===== src/hdl/dp_pkg.sv =====
// constants and types shared by the 8-bit datapath slice and its alu core
// assumes a 32-bit classic wishbone bus with byte addresses, one word per register
package dp_pkg;

    // data width of the accumulator, file registers and results
    localparam int unsigned DATA_W = 8;

    // register byte offsets
    localparam logic [7:0] OFS_ACC = 8'h00;
    localparam logic [7:0] OFS_STATUS = 8'h04;
    localparam logic [7:0] OFS_CMD = 8'h08;
    localparam logic [7:0] OFS_WDOG = 8'h0c;
    localparam logic [7:0] OFS_RESULT = 8'h10;
    localparam logic [7:0] OFS_FILE_BASE = 8'h40;

    // file register bank
    localparam int unsigned FILE_ADDR_W = 4;
    localparam int unsigned FILE_DEPTH = 16;

    // status field positions
    localparam int unsigned ST_C = 0;
    localparam int unsigned ST_DC = 1;
    localparam int unsigned ST_Z = 2;
    localparam int unsigned ST_PWRDN = 3;
    localparam int unsigned ST_TO = 4;
    localparam int unsigned ST_W = 5;
    // timeout and powerdown read 1 after reset, arithmetic flags 0
    localparam logic [4:0] STATUS_RST = 5'h18;

    // command field positions
    localparam int unsigned CMD_OP_LSB = 0;
    localparam int unsigned CMD_DEST_BIT = 3;
    localparam int unsigned CMD_ADDR_LSB = 4;
    localparam int unsigned CMD_LIT_LSB = 8;
    localparam logic CMD_DEST_ACC = 1'b0;

    // reset values
    localparam logic [7:0] ACC_RST = 8'h00;
    localparam logic [7:0] FILE_RST = 8'h00;
    localparam logic [15:0] CMD_RST = 16'h0008;

    // watchdog defaults
    localparam int unsigned WDOG_W_DEF = 16;
    localparam int unsigned PRESC_W_DEF = 7;

    // operation codes
    typedef enum logic [2:0] {
        OP_NONE = 3'h0,
        OP_ROTATE_RIGHT_CARRY = 3'h1,
        OP_ROTATE_LEFT_CARRY = 3'h2,
        OP_LITERAL_MINUS_ACC = 3'h3,
        OP_FILE_MINUS_ACC = 3'h4,
        OP_FILE_MINUS_ACC_BORROW = 3'h5,
        OP_NIBBLE_EXCHANGE = 3'h6,
        OP_SLEEP = 3'h7
    } op_t;

endpackage : dp_pkg


===== src/hdl/alu_if.sv =====
// operand and result bundle between the datapath top and its alu core
// assumes dp_pkg is compiled first
`timescale 1ns/100ps
interface alu_if;
    import dp_pkg::*;
    op_t op; // operation to evaluate
    logic [7:0] src; // file value or literal
    logic [7:0] acc; // accumulator value
    logic carryIn; // current carry flag
    logic [7:0] result; // computed result
    logic carryOut; // new carry
    logic dcOut; // new digit carry
    logic zeroOut; // new zero flag
    logic updC; // carry is affected
    logic updDcZ; // digit carry and zero are affected
    logic hasResult; // operation produces a result
    logic toAcc; // result always goes to the accumulator

    modport core (
        input op, src, acc, carryIn,
        output result, carryOut, dcOut, zeroOut, updC, updDcZ, hasResult, toAcc
    );
    modport user (
        output op, src, acc, carryIn,
        input result, carryOut, dcOut, zeroOut, updC, updDcZ, hasResult, toAcc
    );
endinterface : alu_if


===== src/hdl/rotate_subtract_swap_datapath.sv =====
// top of the 8-bit datapath slice: accumulator, file bank, status, watchdog
// assumes a classic wishbone master on core_clk; rstn asynchronous active low
//
// Operation
// [RQ1] rotate right through carry: bit 0 to carry, old carry to bit 7
// [RQ2] destination bit 0 writes the accumulator, 1 writes the file register
// [RQ3] sleep clears the watchdog counter and its prescaler
// [RQ4] sleep sets timeout status to 1 and clears powerdown status to 0
// [RQ5] literal minus accumulator, result always into the accumulator, flags updated
// [RQ6] literal subtract: carry and digit carry clear only when accumulator is larger
// [RQ7] file minus accumulator, result to selected destination, flags updated
// [RQ8] file subtract: carry and digit carry clear only when accumulator is larger
// [RQ9] file minus accumulator minus inverted carry, routed by destination bit
// [RQ10] nibble exchange swaps halves and leaves all flags unchanged
// [RQ11] rotate left through carry: bit 7 to carry, old carry to bit 0
// [RQ12] zero flag set exactly when the 8-bit result is zero
//
// The register offsets and the Wishbone slave port were decided locally.
`timescale 1ns/100ps
module rotate_subtract_swap_datapath #(
    parameter int unsigned WDOG_W = dp_pkg::WDOG_W_DEF, // watchdog counter width
    parameter int unsigned PRESC_W = dp_pkg::PRESC_W_DEF // watchdog prescaler width
) (
    input wire logic core_clk, // core clock, 25 MHz
    input wire logic rstn, // asynchronous reset, active low
    input wire logic wbCycI, // wishbone cycle
    input wire logic wbStbI, // wishbone strobe
    input wire logic wbWeI, // wishbone write enable
    input wire logic [7:0] wbAdrI, // wishbone byte address
    input wire logic [3:0] wbSelI, // wishbone byte lane selects
    input wire logic [31:0] wbDatI, // wishbone write data
    output logic [31:0] wbDatO, // wishbone read data
    output logic wbAckO, // wishbone acknowledge
    output logic timeoutStatus, // timeout status flag
    output logic powerdownStatus // powerdown status flag
);
    import dp_pkg::*;

    ////////////////////////////////////////////////////////////////////////////
    // state

    logic [7:0] accQ; // accumulator
    logic [7:0] fileMem [FILE_DEPTH]; // file register bank
    logic [ST_W-1:0] statusQ; // flags: c, dc, z, powerdown, timeout
    logic [15:0] cmdQ; // last command written
    logic [7:0] resultQ; // last result produced
    logic [WDOG_W-1:0] wdogQ; // watchdog counter
    logic [PRESC_W-1:0] prescQ; // watchdog prescaler

    ////////////////////////////////////////////////////////////////////////////
    // bus decode

    logic busReq; // request present
    logic reqNew; // request seen, not yet answered
    logic wrTake; // write commits at this edge
    logic [7:0] wordAdr; // word-aligned byte address
    logic isFile; // address falls in the file bank
    logic [FILE_ADDR_W-1:0] fileIdx; // bank index of a bus access

    // request qualification
    assign busReq = wbCycI & wbStbI;
    assign reqNew = busReq & ~wbAckO;
    assign wrTake = busReq & wbAckO & wbWeI;
    assign wordAdr = {wbAdrI[7:2], 2'b00};
    // upper bound in nine bits; the end of the bank, 8'h80, also fits in eight
    assign isFile = (wordAdr >= OFS_FILE_BASE) &&
                    ({1'b0, wordAdr} < {1'b0, OFS_FILE_BASE} + 9'(FILE_DEPTH * 4));
    assign fileIdx = wbAdrI[2 +: FILE_ADDR_W];

    ////////////////////////////////////////////////////////////////////////////
    // command decode

    logic execGo; // command executes at this edge
    op_t cmdOp; // operation field
    logic cmdDest; // destination bit
    logic [FILE_ADDR_W-1:0] cmdAddr; // file register address
    logic [7:0] cmdLit; // literal operand
    logic writeAcc; // result goes to the accumulator
    logic writeFile; // result goes to the file register
    logic sleepGo; // sleep executes at this edge

    // a command needs both low lanes to carry its fields
    assign execGo = wrTake && (wordAdr == OFS_CMD) && (wbSelI[1:0] == 2'b11);
    assign cmdOp = op_t'(wbDatI[CMD_OP_LSB +: 3]);
    assign cmdDest = wbDatI[CMD_DEST_BIT];
    assign cmdAddr = wbDatI[CMD_ADDR_LSB +: FILE_ADDR_W];
    assign cmdLit = wbDatI[CMD_LIT_LSB +: 8];
    assign sleepGo = execGo && (cmdOp == OP_SLEEP);

    ////////////////////////////////////////////////////////////////////////////
    // alu

    alu_if alu ();

    // operand selection
    assign alu.op = execGo ? cmdOp : OP_NONE;
    assign alu.src = (cmdOp == OP_LITERAL_MINUS_ACC) ? cmdLit : fileMem[cmdAddr];
    assign alu.acc = accQ;
    assign alu.carryIn = statusQ[ST_C];

    alu_core aluCore (
        .alu(alu.core)
    );

    // result routing by destination bit
    assign writeAcc = execGo && alu.hasResult &&
                      (alu.toAcc || (cmdDest == CMD_DEST_ACC)); // RQ2 RQ5
    assign writeFile = execGo && alu.hasResult &&
                       !alu.toAcc && (cmdDest != CMD_DEST_ACC); // RQ2 RQ7 RQ9

    ////////////////////////////////////////////////////////////////////////////
    // accumulator

    // bus write or command result
    always_ff @(posedge core_clk or negedge rstn) begin
        if (!rstn) begin
            accQ <= ACC_RST;
        end else if (writeAcc) begin
            accQ <= alu.result; // RQ2
        end else if (wrTake && (wordAdr == OFS_ACC) && wbSelI[0]) begin
            accQ <= wbDatI[7:0];
        end
    end

    ////////////////////////////////////////////////////////////////////////////
    // file register bank

    // bus write or command result
    always_ff @(posedge core_clk or negedge rstn) begin
        if (!rstn) begin
            for (int i = 0; i < FILE_DEPTH; i++) begin
                fileMem[i] <= FILE_RST;
            end
        end else if (writeFile) begin
            fileMem[cmdAddr] <= alu.result; // RQ2
        end else if (wrTake && isFile && wbSelI[0]) begin
            fileMem[fileIdx] <= wbDatI[7:0];
        end
    end

    ////////////////////////////////////////////////////////////////////////////
    // status flags

    // command flag updates, sleep, or a software write
    always_ff @(posedge core_clk or negedge rstn) begin
        if (!rstn) begin
            statusQ <= STATUS_RST;
        end else if (sleepGo) begin
            statusQ[ST_TO] <= 1'b1; // RQ4
            statusQ[ST_PWRDN] <= 1'b0; // RQ4
        end else if (execGo) begin
            // nibble exchange asserts no update, flags hold
            if (alu.updC) begin
                statusQ[ST_C] <= alu.carryOut; // RQ1 RQ11 RQ6 RQ8
            end
            if (alu.updDcZ) begin
                statusQ[ST_DC] <= alu.dcOut; // RQ6 RQ8
                statusQ[ST_Z] <= alu.zeroOut; // RQ12
            end
        end else if (wrTake && (wordAdr == OFS_STATUS) && wbSelI[0]) begin
            statusQ <= wbDatI[ST_W-1:0];
        end
    end

    // flag pins follow the status register
    always_ff @(posedge core_clk or negedge rstn) begin
        if (!rstn) begin
            timeoutStatus <= STATUS_RST[ST_TO];
            powerdownStatus <= STATUS_RST[ST_PWRDN];
        end else begin
            timeoutStatus <= statusQ[ST_TO];
            powerdownStatus <= statusQ[ST_PWRDN];
        end
    end

    ////////////////////////////////////////////////////////////////////////////
    // command and result record

    // keeps the last command and result for readback
    always_ff @(posedge core_clk or negedge rstn) begin
        if (!rstn) begin
            cmdQ <= CMD_RST;
            resultQ <= ACC_RST;
        end else if (execGo) begin
            cmdQ <= wbDatI[15:0];
            if (alu.hasResult) begin
                resultQ <= alu.result;
            end
        end
    end

    ////////////////////////////////////////////////////////////////////////////
    // watchdog

    // free-running prescaler feeds the counter; sleep clears both
    always_ff @(posedge core_clk or negedge rstn) begin
        if (!rstn) begin
            prescQ <= '0;
            wdogQ <= '0;
        end else if (sleepGo) begin
            prescQ <= '0; // RQ3
            wdogQ <= '0; // RQ3
        end else begin
            prescQ <= prescQ + 1'b1;
            if (&prescQ) begin
                wdogQ <= wdogQ + 1'b1;
            end
        end
    end

    ////////////////////////////////////////////////////////////////////////////
    // bus answer

    // ack one cycle after the request, dropped the cycle after
    always_ff @(posedge core_clk or negedge rstn) begin
        if (!rstn) begin
            wbAckO <= 1'b0;
        end else begin
            wbAckO <= reqNew;
        end
    end

    // read data captured with the ack; unmapped words read zero
    always_ff @(posedge core_clk or negedge rstn) begin
        if (!rstn) begin
            wbDatO <= 32'h0000_0000;
        end else if (reqNew && !wbWeI) begin
            if (isFile) begin
                wbDatO <= {24'h00_0000, fileMem[fileIdx]};
            end else begin
                unique case (wordAdr)
                    OFS_ACC: wbDatO <= {24'h00_0000, accQ};
                    OFS_STATUS: wbDatO <= {27'h000_0000, statusQ};
                    OFS_CMD: wbDatO <= {16'h0000, cmdQ};
                    OFS_WDOG: wbDatO <= 32'(wdogQ);
                    OFS_RESULT: wbDatO <= {24'h00_0000, resultQ};
                    default: wbDatO <= 32'h0000_0000;
                endcase
            end
        end else begin
            wbDatO <= 32'h0000_0000;
        end
    end

endmodule : rotate_subtract_swap_datapath


===== src/hdl/alu_core.sv =====
// combinational alu: rotates, subtracts and nibble exchange
// assumes operands are stable for the whole cycle in which the top commits them
`timescale 1ns/100ps
module alu_core (
    alu_if.core alu // operands in, result and flags out
);
    import dp_pkg::*;

    // subtract is a + ~w + carry-in; carry-in 1 for plain subtract
    function automatic logic [8:0] subAdd(input logic [7:0] a, input logic [7:0] w,
                                          input logic cin);
        subAdd = {1'b0, a} + {1'b0, ~w} + {8'h00, cin};
    endfunction : subAdd

    // low-nibble carry of the same sum gives the digit carry
    function automatic logic nibCarry(input logic [7:0] a, input logic [7:0] w,
                                      input logic cin);
        logic [4:0] s;
        s = {1'b0, a[3:0]} + {1'b0, ~w[3:0]} + {4'h0, cin};
        nibCarry = s[4];
    endfunction : nibCarry

    // operation decode
    always_comb begin
        logic [8:0] sum;
        logic cin;
        sum = 9'h000;
        cin = 1'b1;
        alu.result = alu.src;
        alu.carryOut = alu.carryIn;
        alu.dcOut = 1'b0;
        alu.updC = 1'b0;
        alu.updDcZ = 1'b0;
        alu.hasResult = 1'b0;
        alu.toAcc = 1'b0;
        unique case (alu.op)
            OP_ROTATE_RIGHT_CARRY: begin
                alu.result = {alu.carryIn, alu.src[7:1]}; // RQ1
                alu.carryOut = alu.src[0]; // RQ1
                alu.updC = 1'b1;
                alu.hasResult = 1'b1;
            end
            OP_ROTATE_LEFT_CARRY: begin
                alu.result = {alu.src[6:0], alu.carryIn}; // RQ11
                alu.carryOut = alu.src[7]; // RQ11
                alu.updC = 1'b1;
                alu.hasResult = 1'b1;
            end
            OP_LITERAL_MINUS_ACC, OP_FILE_MINUS_ACC, OP_FILE_MINUS_ACC_BORROW: begin
                // borrow form adds carry, i.e. subtracts its complement
                cin = (alu.op == OP_FILE_MINUS_ACC_BORROW) ? alu.carryIn : 1'b1; // RQ9
                sum = subAdd(alu.src, alu.acc, cin); // RQ5 RQ7 RQ9
                alu.result = sum[7:0];
                alu.carryOut = sum[8]; // RQ6 RQ8
                alu.dcOut = nibCarry(alu.src, alu.acc, cin); // RQ6 RQ8
                alu.updC = 1'b1;
                alu.updDcZ = 1'b1;
                alu.hasResult = 1'b1;
                alu.toAcc = (alu.op == OP_LITERAL_MINUS_ACC); // RQ5
            end
            OP_NIBBLE_EXCHANGE: begin
                alu.result = {alu.src[3:0], alu.src[7:4]}; // RQ10
                alu.hasResult = 1'b1;
            end
            OP_NONE, OP_SLEEP: begin
                alu.result = alu.src;
            end
        endcase
    end

    // zero flag from the 8-bit result
    assign alu.zeroOut = (alu.result == 8'h00); // RQ12

endmodule : alu_core


===== config.mk =====
export PLATFORM = sky130hd
export DESIGN_NAME = rotate_subtract_swap_datapath
export DESIGN_NICKNAME = d
export VERILOG_FILES = /design/src/hdl/dp_pkg.sv /design/src/hdl/alu_if.sv /design/src/hdl/rotate_subtract_swap_datapath.sv /design/src/hdl/alu_core.sv
export SDC_FILE = /design/constraint.sdc
export NUM_CORES = 1
export LEC_CHECK = 0
export ABC_CLOCK_PERIOD_IN_PS = 4600
export BUFFER_PORTS_ARGS = -buffer_cell sky130_fd_sc_hd__buf_2
export CAP_MARGIN = 20
export CORE_ASPECT_RATIO = 0.7
export CORE_UTILIZATION = 34
export DETAILED_ROUTE_END_ITERATION = 10
export GPL_TIMING_DRIVEN = 0
export PLACE_DENSITY_LB_ADDON = 0.2
export SYNTH_ARGS = -nofsm -noshare
export SYNTH_HDL_FRONTEND = slang
export SYNTH_SLANG_ARGS = --single-unit

===== constraint.sdc =====
create_clock -name core_clk -period 4.6 [get_ports core_clk]
set_clock_uncertainty 0.05 [all_clocks]
set_input_delay 0 -clock core_clk [delete_from_list [all_inputs] [get_ports core_clk]]
set_output_delay 0 -clock core_clk [all_outputs]
set_load 0.02 [all_outputs]

==> impl_results.md, run 1 <==
* Mean Syn Cell Area at 10.1 µm²
* Die Ht at approximately 160 µm
* Met3 Use GR at 10.1%
* HPWL after DPL at 37600 µm
* Final worst slack at 70.8 ps
* Antenna-violating nets left at 0
* Final period util at between 90% and 100%
* Final core utilization at between 40% and 50%
* CP arrival at 4910 ps
* Core area at 35800 µm²
* YS warnings at 0
* DRT iter0 DRCs at 1359
* First-pass GRT wire length at 75400 µm
* Final setup violation count at 0
* Grt peak-use layer: met1
* Pwr dens at 293 nW/µm²
* Drt total wl at 51500 µm
* Pre-CTS WS at -1150 ps
* Ys flop type: dfrtp_1
* Met2 Use GR at 35.0%
* Global route total overflow at 0
* Nets at about 1400
* Initial Util at 34.5%
* Async SR Flop Fraction at between 90% and 100%
* PortBufs at 41
* Post-Place Cells at 1768
* Final hold vios at 0
* Total track usage at 27.9%
* Outcome: complete, no violations
* Die footprint at 37200 µm²
* I/O Pins at 84
* R2R cell count at 14
* Cell accounting for the most synthesized area: dfrtp_1
* Average wire per standard cell at about 28 µm
* Startpoint Class: register
* Synth cell types at 78
* Largest net degree at the start of global routing at 119
* Min-delay worst type: in -> async
* GR Layer Usage met1 at ~44%
* Via Count at 11300
* Synth Register Bits at 207
* Post-synthesis sequential area ratio at a little over two fifths
* Drt first pass iters at 5
* Max Fclk at 221 MHz
* RD Place Congestion at just over 1
* Via density at 6.12
* Root Driver: clkbuf_16
* Post-Syn Area at roughly 12000 µm²
* Max cap viols at 0
* Number of global-route vias before repair at approximately 11000
* Share of layout cells above drive strength 1 at 20.1%
* Total power at between 4 and 5 mW
* R2r startpoint: fileMem[74]$_DFFE_PN0P_
* CTS H-Tree Depth at 1
* R2r setup slk at 70 ps
* Sink Count at 207
* Row cnt at 58
* Pins Over Slew Limit at 0
* Die Wd at 230 µm
* Commonest cells post-synth: dfrtp_1 (202), nand2_1 (148), o21ai_0 (110), nor2_1 (94), a22oi_1 (78)
* Largest cells by area after synthesis: dfrtp_1 (41%), mux4_2 (11%), a22oi_1 (4.7%)
* P&R area growth vs syn at 16.8%
* Post-synthesis instance total at between 1000 and 1500
* Reg2reg end: fileMem[20]$_DFFE_PN0P_
* Area share of the largest cell type after synthesis at 40.8%
* Finished Layout Cells at 1839
* WS Path Type: reg -> reg
* Num CTS Buffers at 23
* FILL cells at roughly 3600
* CTS max path bufs at 3
* Post-synth EDFFs at 0
* Max FO, Critical Path at 7
* Most common cell in the netlist: dfrtp_1
* Headroom to the max-slew limit at 25.5%
* CTS tree: yes
* Worst skew pair latency at 550 ps
* Crit path time final at between 4000 and 5000 ps
* Max VDD drop at 0.205 mV
* Crit. End Element: register
* Antenna violations before repair at 1
* Setup TNS at 0 ps
* Clk slew on worst S/H paths at 70 ps
* DRC at 0
* Critical Path RT at 4980 ps
* Leakage power at about 6.0 nW
* Worst Tran Pin Value at 1120 ps
-- cell usage in the layout, fill, tap and decap left out, types with 9 or more instances in the layout --
cell	synthesis	routed
a21o_1	10	10
a21oi_1	47	46
a22oi_1	78	77
a2bb2oi_1	10	10
buf_2	16	61
buf_4	18	31
clkbuf_1	50	52
clkbuf_16	0	23
conb_1	1	16
dfrtp_1	202	202
dlygate4sd3_1	0	16
ha_1	9	9
inv_1	24	24
mux2_2	32	32
mux2i_1	19	19
mux4_2	62	62
nand2_1	148	148
nand2b_1	12	12
nand3_1	17	17
nand4_1	9	9
nor2_1	94	94
nor2b_1	12	12
nor3_1	17	17
o211ai_1	16	16
o21a_1	16	16
o21ai_0	110	109
o21ai_1	22	22
o22ai_1	10	10
o2bb2a_1	18	18
xor2_1	16	15
-- kinds of logic (layout without fill, tap and decap cells) --
| group | count (synthesis) | after routing | synth area share (%) |
|---|---|---|---|
| AOI/OAI and AO/OA | 392 | 392 | 21.7 |
| xor gates and xnor gates | 23 | 23 | 1.63 |
| adders and majority gates | 11 | 11 | 1.23 |
| buffers and inverters | 121 | 243 | 4.71 |
| DFF | 207 | 207 | 41.9 |
| muxes | 113 | 113 | 15.7 |
| other | 1 | 17 | 0.0303 |
| and+or+nand+nor | 353 | 353 | 13.0 |
-- metrics by stage --
step	area, µm²	hold WS, ps
final	14500	9.00
after global routing	14500	79.3
after CTS	14300	34.8
after floorplan	12400	-346
after global placement	13200	191
after detailed placement	13300	32.6
-- flip-flops by register name, indices dropped and copies added, names as in the netlist --
| signal | flops |
|---|---|
| wbAckO | 1 |
| timeoutStatus | 1 |
| wbDatO | 16 |
| cmdQ | 16 |
| statusQ | 5 |
| accQ | 8 |
| fileMem | 128 |
| resultQ | 8 |
| wdogQ | 16 |
| prescQ | 7 |
| powerdownStatus | 1 |
-- cell type report --
class | count | area, µm² | area share, %
clock buffer | 33 | 643 | 4.45
buffer | 96 | 503 | 3.48
timing repair buffer | 81 | 617 | 4.27
antenna | 1 | 2.50 | 0.0173
tap | 480 | 601 | 4.15
clock inverter | 9 | 98.8 | 0.684
multi-input combinational | 908 | 6720 | 46.5
inverter | 24 | 90.1 | 0.623
sequential | 207 | 5190 | 35.9
-- metal layers --
metal	share of wire [%]	vias to the layer above
li1	-	4786
met1	46	5685
met2	38	694
met3	13	91
met4	2.8	2
met5	0.023	-
-- what timing repair did --
action	CTS	global route
hold buffers	16	0
resized for setup	9	11
buffers inserted	4	9
pin swaps	1	4
hold endpoints to repair	105	0
setup endpoints to repair	80	71
-- worst max-delay path by stage --
| stage | startpoint | cells after the start | end | slack, ps |
|---|---|---|---|---|
| after global routing | fileMem[0]$_DFFE_PN0P_ | 16 | fileMem[108]$_DFFE_PN0P_ | -5 |
| after detailed placement | wbAdrI[4] | 18 | fileMem[4]$_DFFE_PN0P_ | -1150 |
| after CTS | fileMem[74]$_DFFE_PN0P_ | 13 | fileMem[59]$_DFFE_PN0P_ | 0.5 |
| final | fileMem[74]$_DFFE_PN0P_ | 14 | fileMem[20]$_DFFE_PN0P_ | 70 |
| after floorplan | wbAckO$_DFF_PN0_ | 16 | fileMem[60]$_DFFE_PN0P_ | 580 |
| after global placement | wbAdrI[4] | 18 | fileMem[4]$_DFFE_PN0P_ | -1260 |
-- critical path: stages, from the launching register on --
cell,delay (ps)
dfrtp_1,490
mux4_2,500
nor2b_1,150
o21ai_0,550
a21oi_1,350
ha_1,450
a21o_1,240
a21oi_4,230
xor2_2,200
o2bb2ai_1,90
a211o_1,350
o21ai_4,200
buf_6,190
o21ai_1,110
mux2_2,270
-- power breakdown --
part | leakage [nW] | internal [mW] | switching, mW | total, mW
Combinational | 2.78 | 0.152 | 0.322 | 0.474
Clock | 0.370 | 1.09 | 0.818 | 1.90
Sequential | 2.84 | 1.84 | 0.0197 | 1.86
No activity file was read; power rests on OpenSTA's default activity.
==> run 2: changes to the inputs <==
Settings changed: CELL_PAD_IN_SITES_DETAIL_PLACEMENT from default to 1, CELL_PAD_IN_SITES_GLOBAL_PLACEMENT from default to 1.
==> impl_results.md, run 2 (synthesis results as in run 1) <==
* Worst Tran Pin Value at 1200 ps
* Metal2 WL at approximately 22000 µm
* RD Place Congestion at 0.995
* Via density at 6.33
* Initial Util at 34.5%
* CP max stage delay at 570 ps
* Global route total overflow at 0
* Setup TNS at 0 ps
* CTS max path bufs at 3
* Number of global-route vias before repair at 11300
* Critical Path RT at 4950 ps
* Nets at 1406
* Die Wd at around 230 µm
* Final setup violation count at 0
* DRC at 0
* Max cap viols at 0
* Antenna violations before repair at 2
* CP top delay family: compound AO/OA/AOI/OAI gates
* Max reg flops at 128
* Leakage power at 6.07 nW
* Total track usage at a little under a third
* Share of layout cells above drive strength 1 at 20.7%
* Antenna-violating nets left at 0
* Die Ht at between 150 and 200 µm
* Pins Over Slew Limit at 0
* Reg2reg end: fileMem[103]$_DFFE_PN0P_
* First-pass GRT wire length at roughly 82000 µm
* Clk slew on worst S/H paths at around 70 ps
* Average wire per standard cell at 30.5 µm
* Commonest non-fill, non-tap cell in the layout: dfrtp_1
* FILL cells at 4089
* PortBufs at 41
* Largest net degree at the start of global routing at ~110
* Via Count at 11700
* I/O Pins at 84
* HPWL after DPL at 40700 µm
* Die footprint at between 30000 and 40000 µm²
* R2r startpoint: fileMem[66]$_DFFE_PN0P_
* Sink Count at between 200 and 250
* Drt total wl at around 56000 µm
* CP Cell Sequence: mux4_2, nand2_1, nor4b_1, a21oi_1, ha_1, o2111ai_1, a31oi_1, xor2_1, a221oi_1, o21a_1, buf_2, clkbuf_4, o21ai_0
* R2R cell count at 13
* Pwr dens at 304 nW/µm²
* Most frequent cells in the layout: dfrtp_1 (202), nand2_1 (148), o21ai_0 (108), nor2_1 (94), a22oi_1 (77)
* DR top layer: met4
* CTS tree: yes
* Worst skew pair latency at around 560 ps
* Sequential Area at 5190 µm²
* Headroom to the max-slew limit at approximately a fifth
* Startpoint Class: register
* Row cnt at 58
* Root Driver: clkbuf_16
* Wire length on met3 at 6410 µm
* Crit. End Element: register
* Biggest register: fileMem
* Final core utilization at between 40% and 50%
* Final period util at a little over nine tenths
* Final hold vios at 0
* Slowest-stage cell, CP: nor4b_1
* Num CTS Buffers at 24
* P&R area growth vs syn at 18.1%
* CTS H-Tree Depth at 1
* Core area at 35800 µm²
* CP arrival at 4900 ps
* WS Path Type: reg -> reg
* DRT iter0 DRCs at between 1500 and 2000
* Crit path time final at 4540 ps
* Min-delay worst type: in -> async
* Wl on met1 at 26300 µm
* Outcome: complete, no violations
* Max FO, Critical Path at 10
* Max Fclk at 220 MHz
* Multi-input combinational cell area at 6740 µm²
* R2r setup slk at 60 ps
* Drt first pass iters at 5
* Buf+Inv Stages, Crit Path at 2
* Max VDD drop at 0.281 mV
## run 2: changes by cell type in the layout (fill, tap and decap cells not counted), moves of 2 or more
cell,before,now
nor4b_2,3,1
nor4b_4,1,3
clkinvlp_4,0,2
buf_6,6,4
clkbuf_1,52,49
clkbuf_4,1,5
clkbuf_16,23,25
## run 2: repair_timing
| action | in CTS | in global routing |
|---|---|---|
| endpoints found under the setup margin | 136 | 57 |
| pin swaps | 2 | 5 |
| hold endpoints to repair | 138 | 0 |
| hold buffers | 17 | 0 |
| resized for setup | 11 | 11 |
| setup buffers | 7 | 7 |
## run 2: cell type report
cell class | count | share of cell area (%)
multi-input cells | 908 | 46.1
diodes | 1 | 0.0171
flip-flops and latches | 207 | 35.5
clock inverters | 12 | 0.984
well taps | 480 | 4.11
inverters | 24 | 0.616
clock buffers | 32 | 4.73
plain buffers | 96 | 3.42
repair buffers | 85 | 4.54
## run 2: how the worst max path moves through the flow
| stage | from | endpoint | slack, ps | cells after the start |
|---|---|---|---|---|
| final | fileMem[66]$_DFFE_PN0P_ | fileMem[103]$_DFFE_PN0P_ | 60 | 13 |
| after global routing | fileMem[66]$_DFFE_PN0P_ | fileMem[103]$_DFFE_PN0P_ | -70 | 13 |
| after detailed placement | wbAdrI[4] | fileMem[4]$_DFFE_PN0P_ | -1440 | 18 |
| after global placement | wbAdrI[4] | fileMem[116]$_DFFE_PN0P_ | -1470 | 18 |
| after floorplan | wbAckO$_DFF_PN0_ | fileMem[60]$_DFFE_PN0P_ | 580 | 16 |
| after CTS | wbAckO$_DFF_PN0_ | fileMem[68]$_DFFE_PN0P_ | 50 | 16 |
## run 2: power breakdown
| group | switching (mW) | total (mW) | internal, mW |
|---|---|---|---|
| logic | 0.336 | 0.491 | 0.155 |
| registers | 0.0205 | 1.86 | 1.84 |
| clock network | 0.871 | 2.10 | 1.23 |
| total | 1.23 | 4.45 | 3.22 |
## run 2: layer usage
metal | vias up | global-route usage [%]
met1 | 6170 | 48.2
met4 | 0 | 7.74
met5 | - | 0
met2 | 630 | 39.8
li1 | 4797 | -
met3 | 81 | 7.63
## run 2: per-stage QoR
step / hold WS (ps) / power (mW) / cell area (µm²) / cells / setup slack (ps)
floorplan: -346 / 2.14 / 12400 / 1236 / 583
global placement: 175 / 2.33 / 13200 / 1757 / -1470
detailed placement: -230 / 2.34 / 13400 / 1765 / -1440
finish: 44.9 / 4.45 / 14600 / 1845 / 55.4
CTS: 37.0 / 4.44 / 14500 / 1832 / 50.5
global route: 80.5 / 4.55 / 14600 / 1844 / -66.6
## run 2: worst min-delay path, cell delays in order
cell and delay (ps):
dlygate4sd3_1 560, buf_8 120, buf_16 410
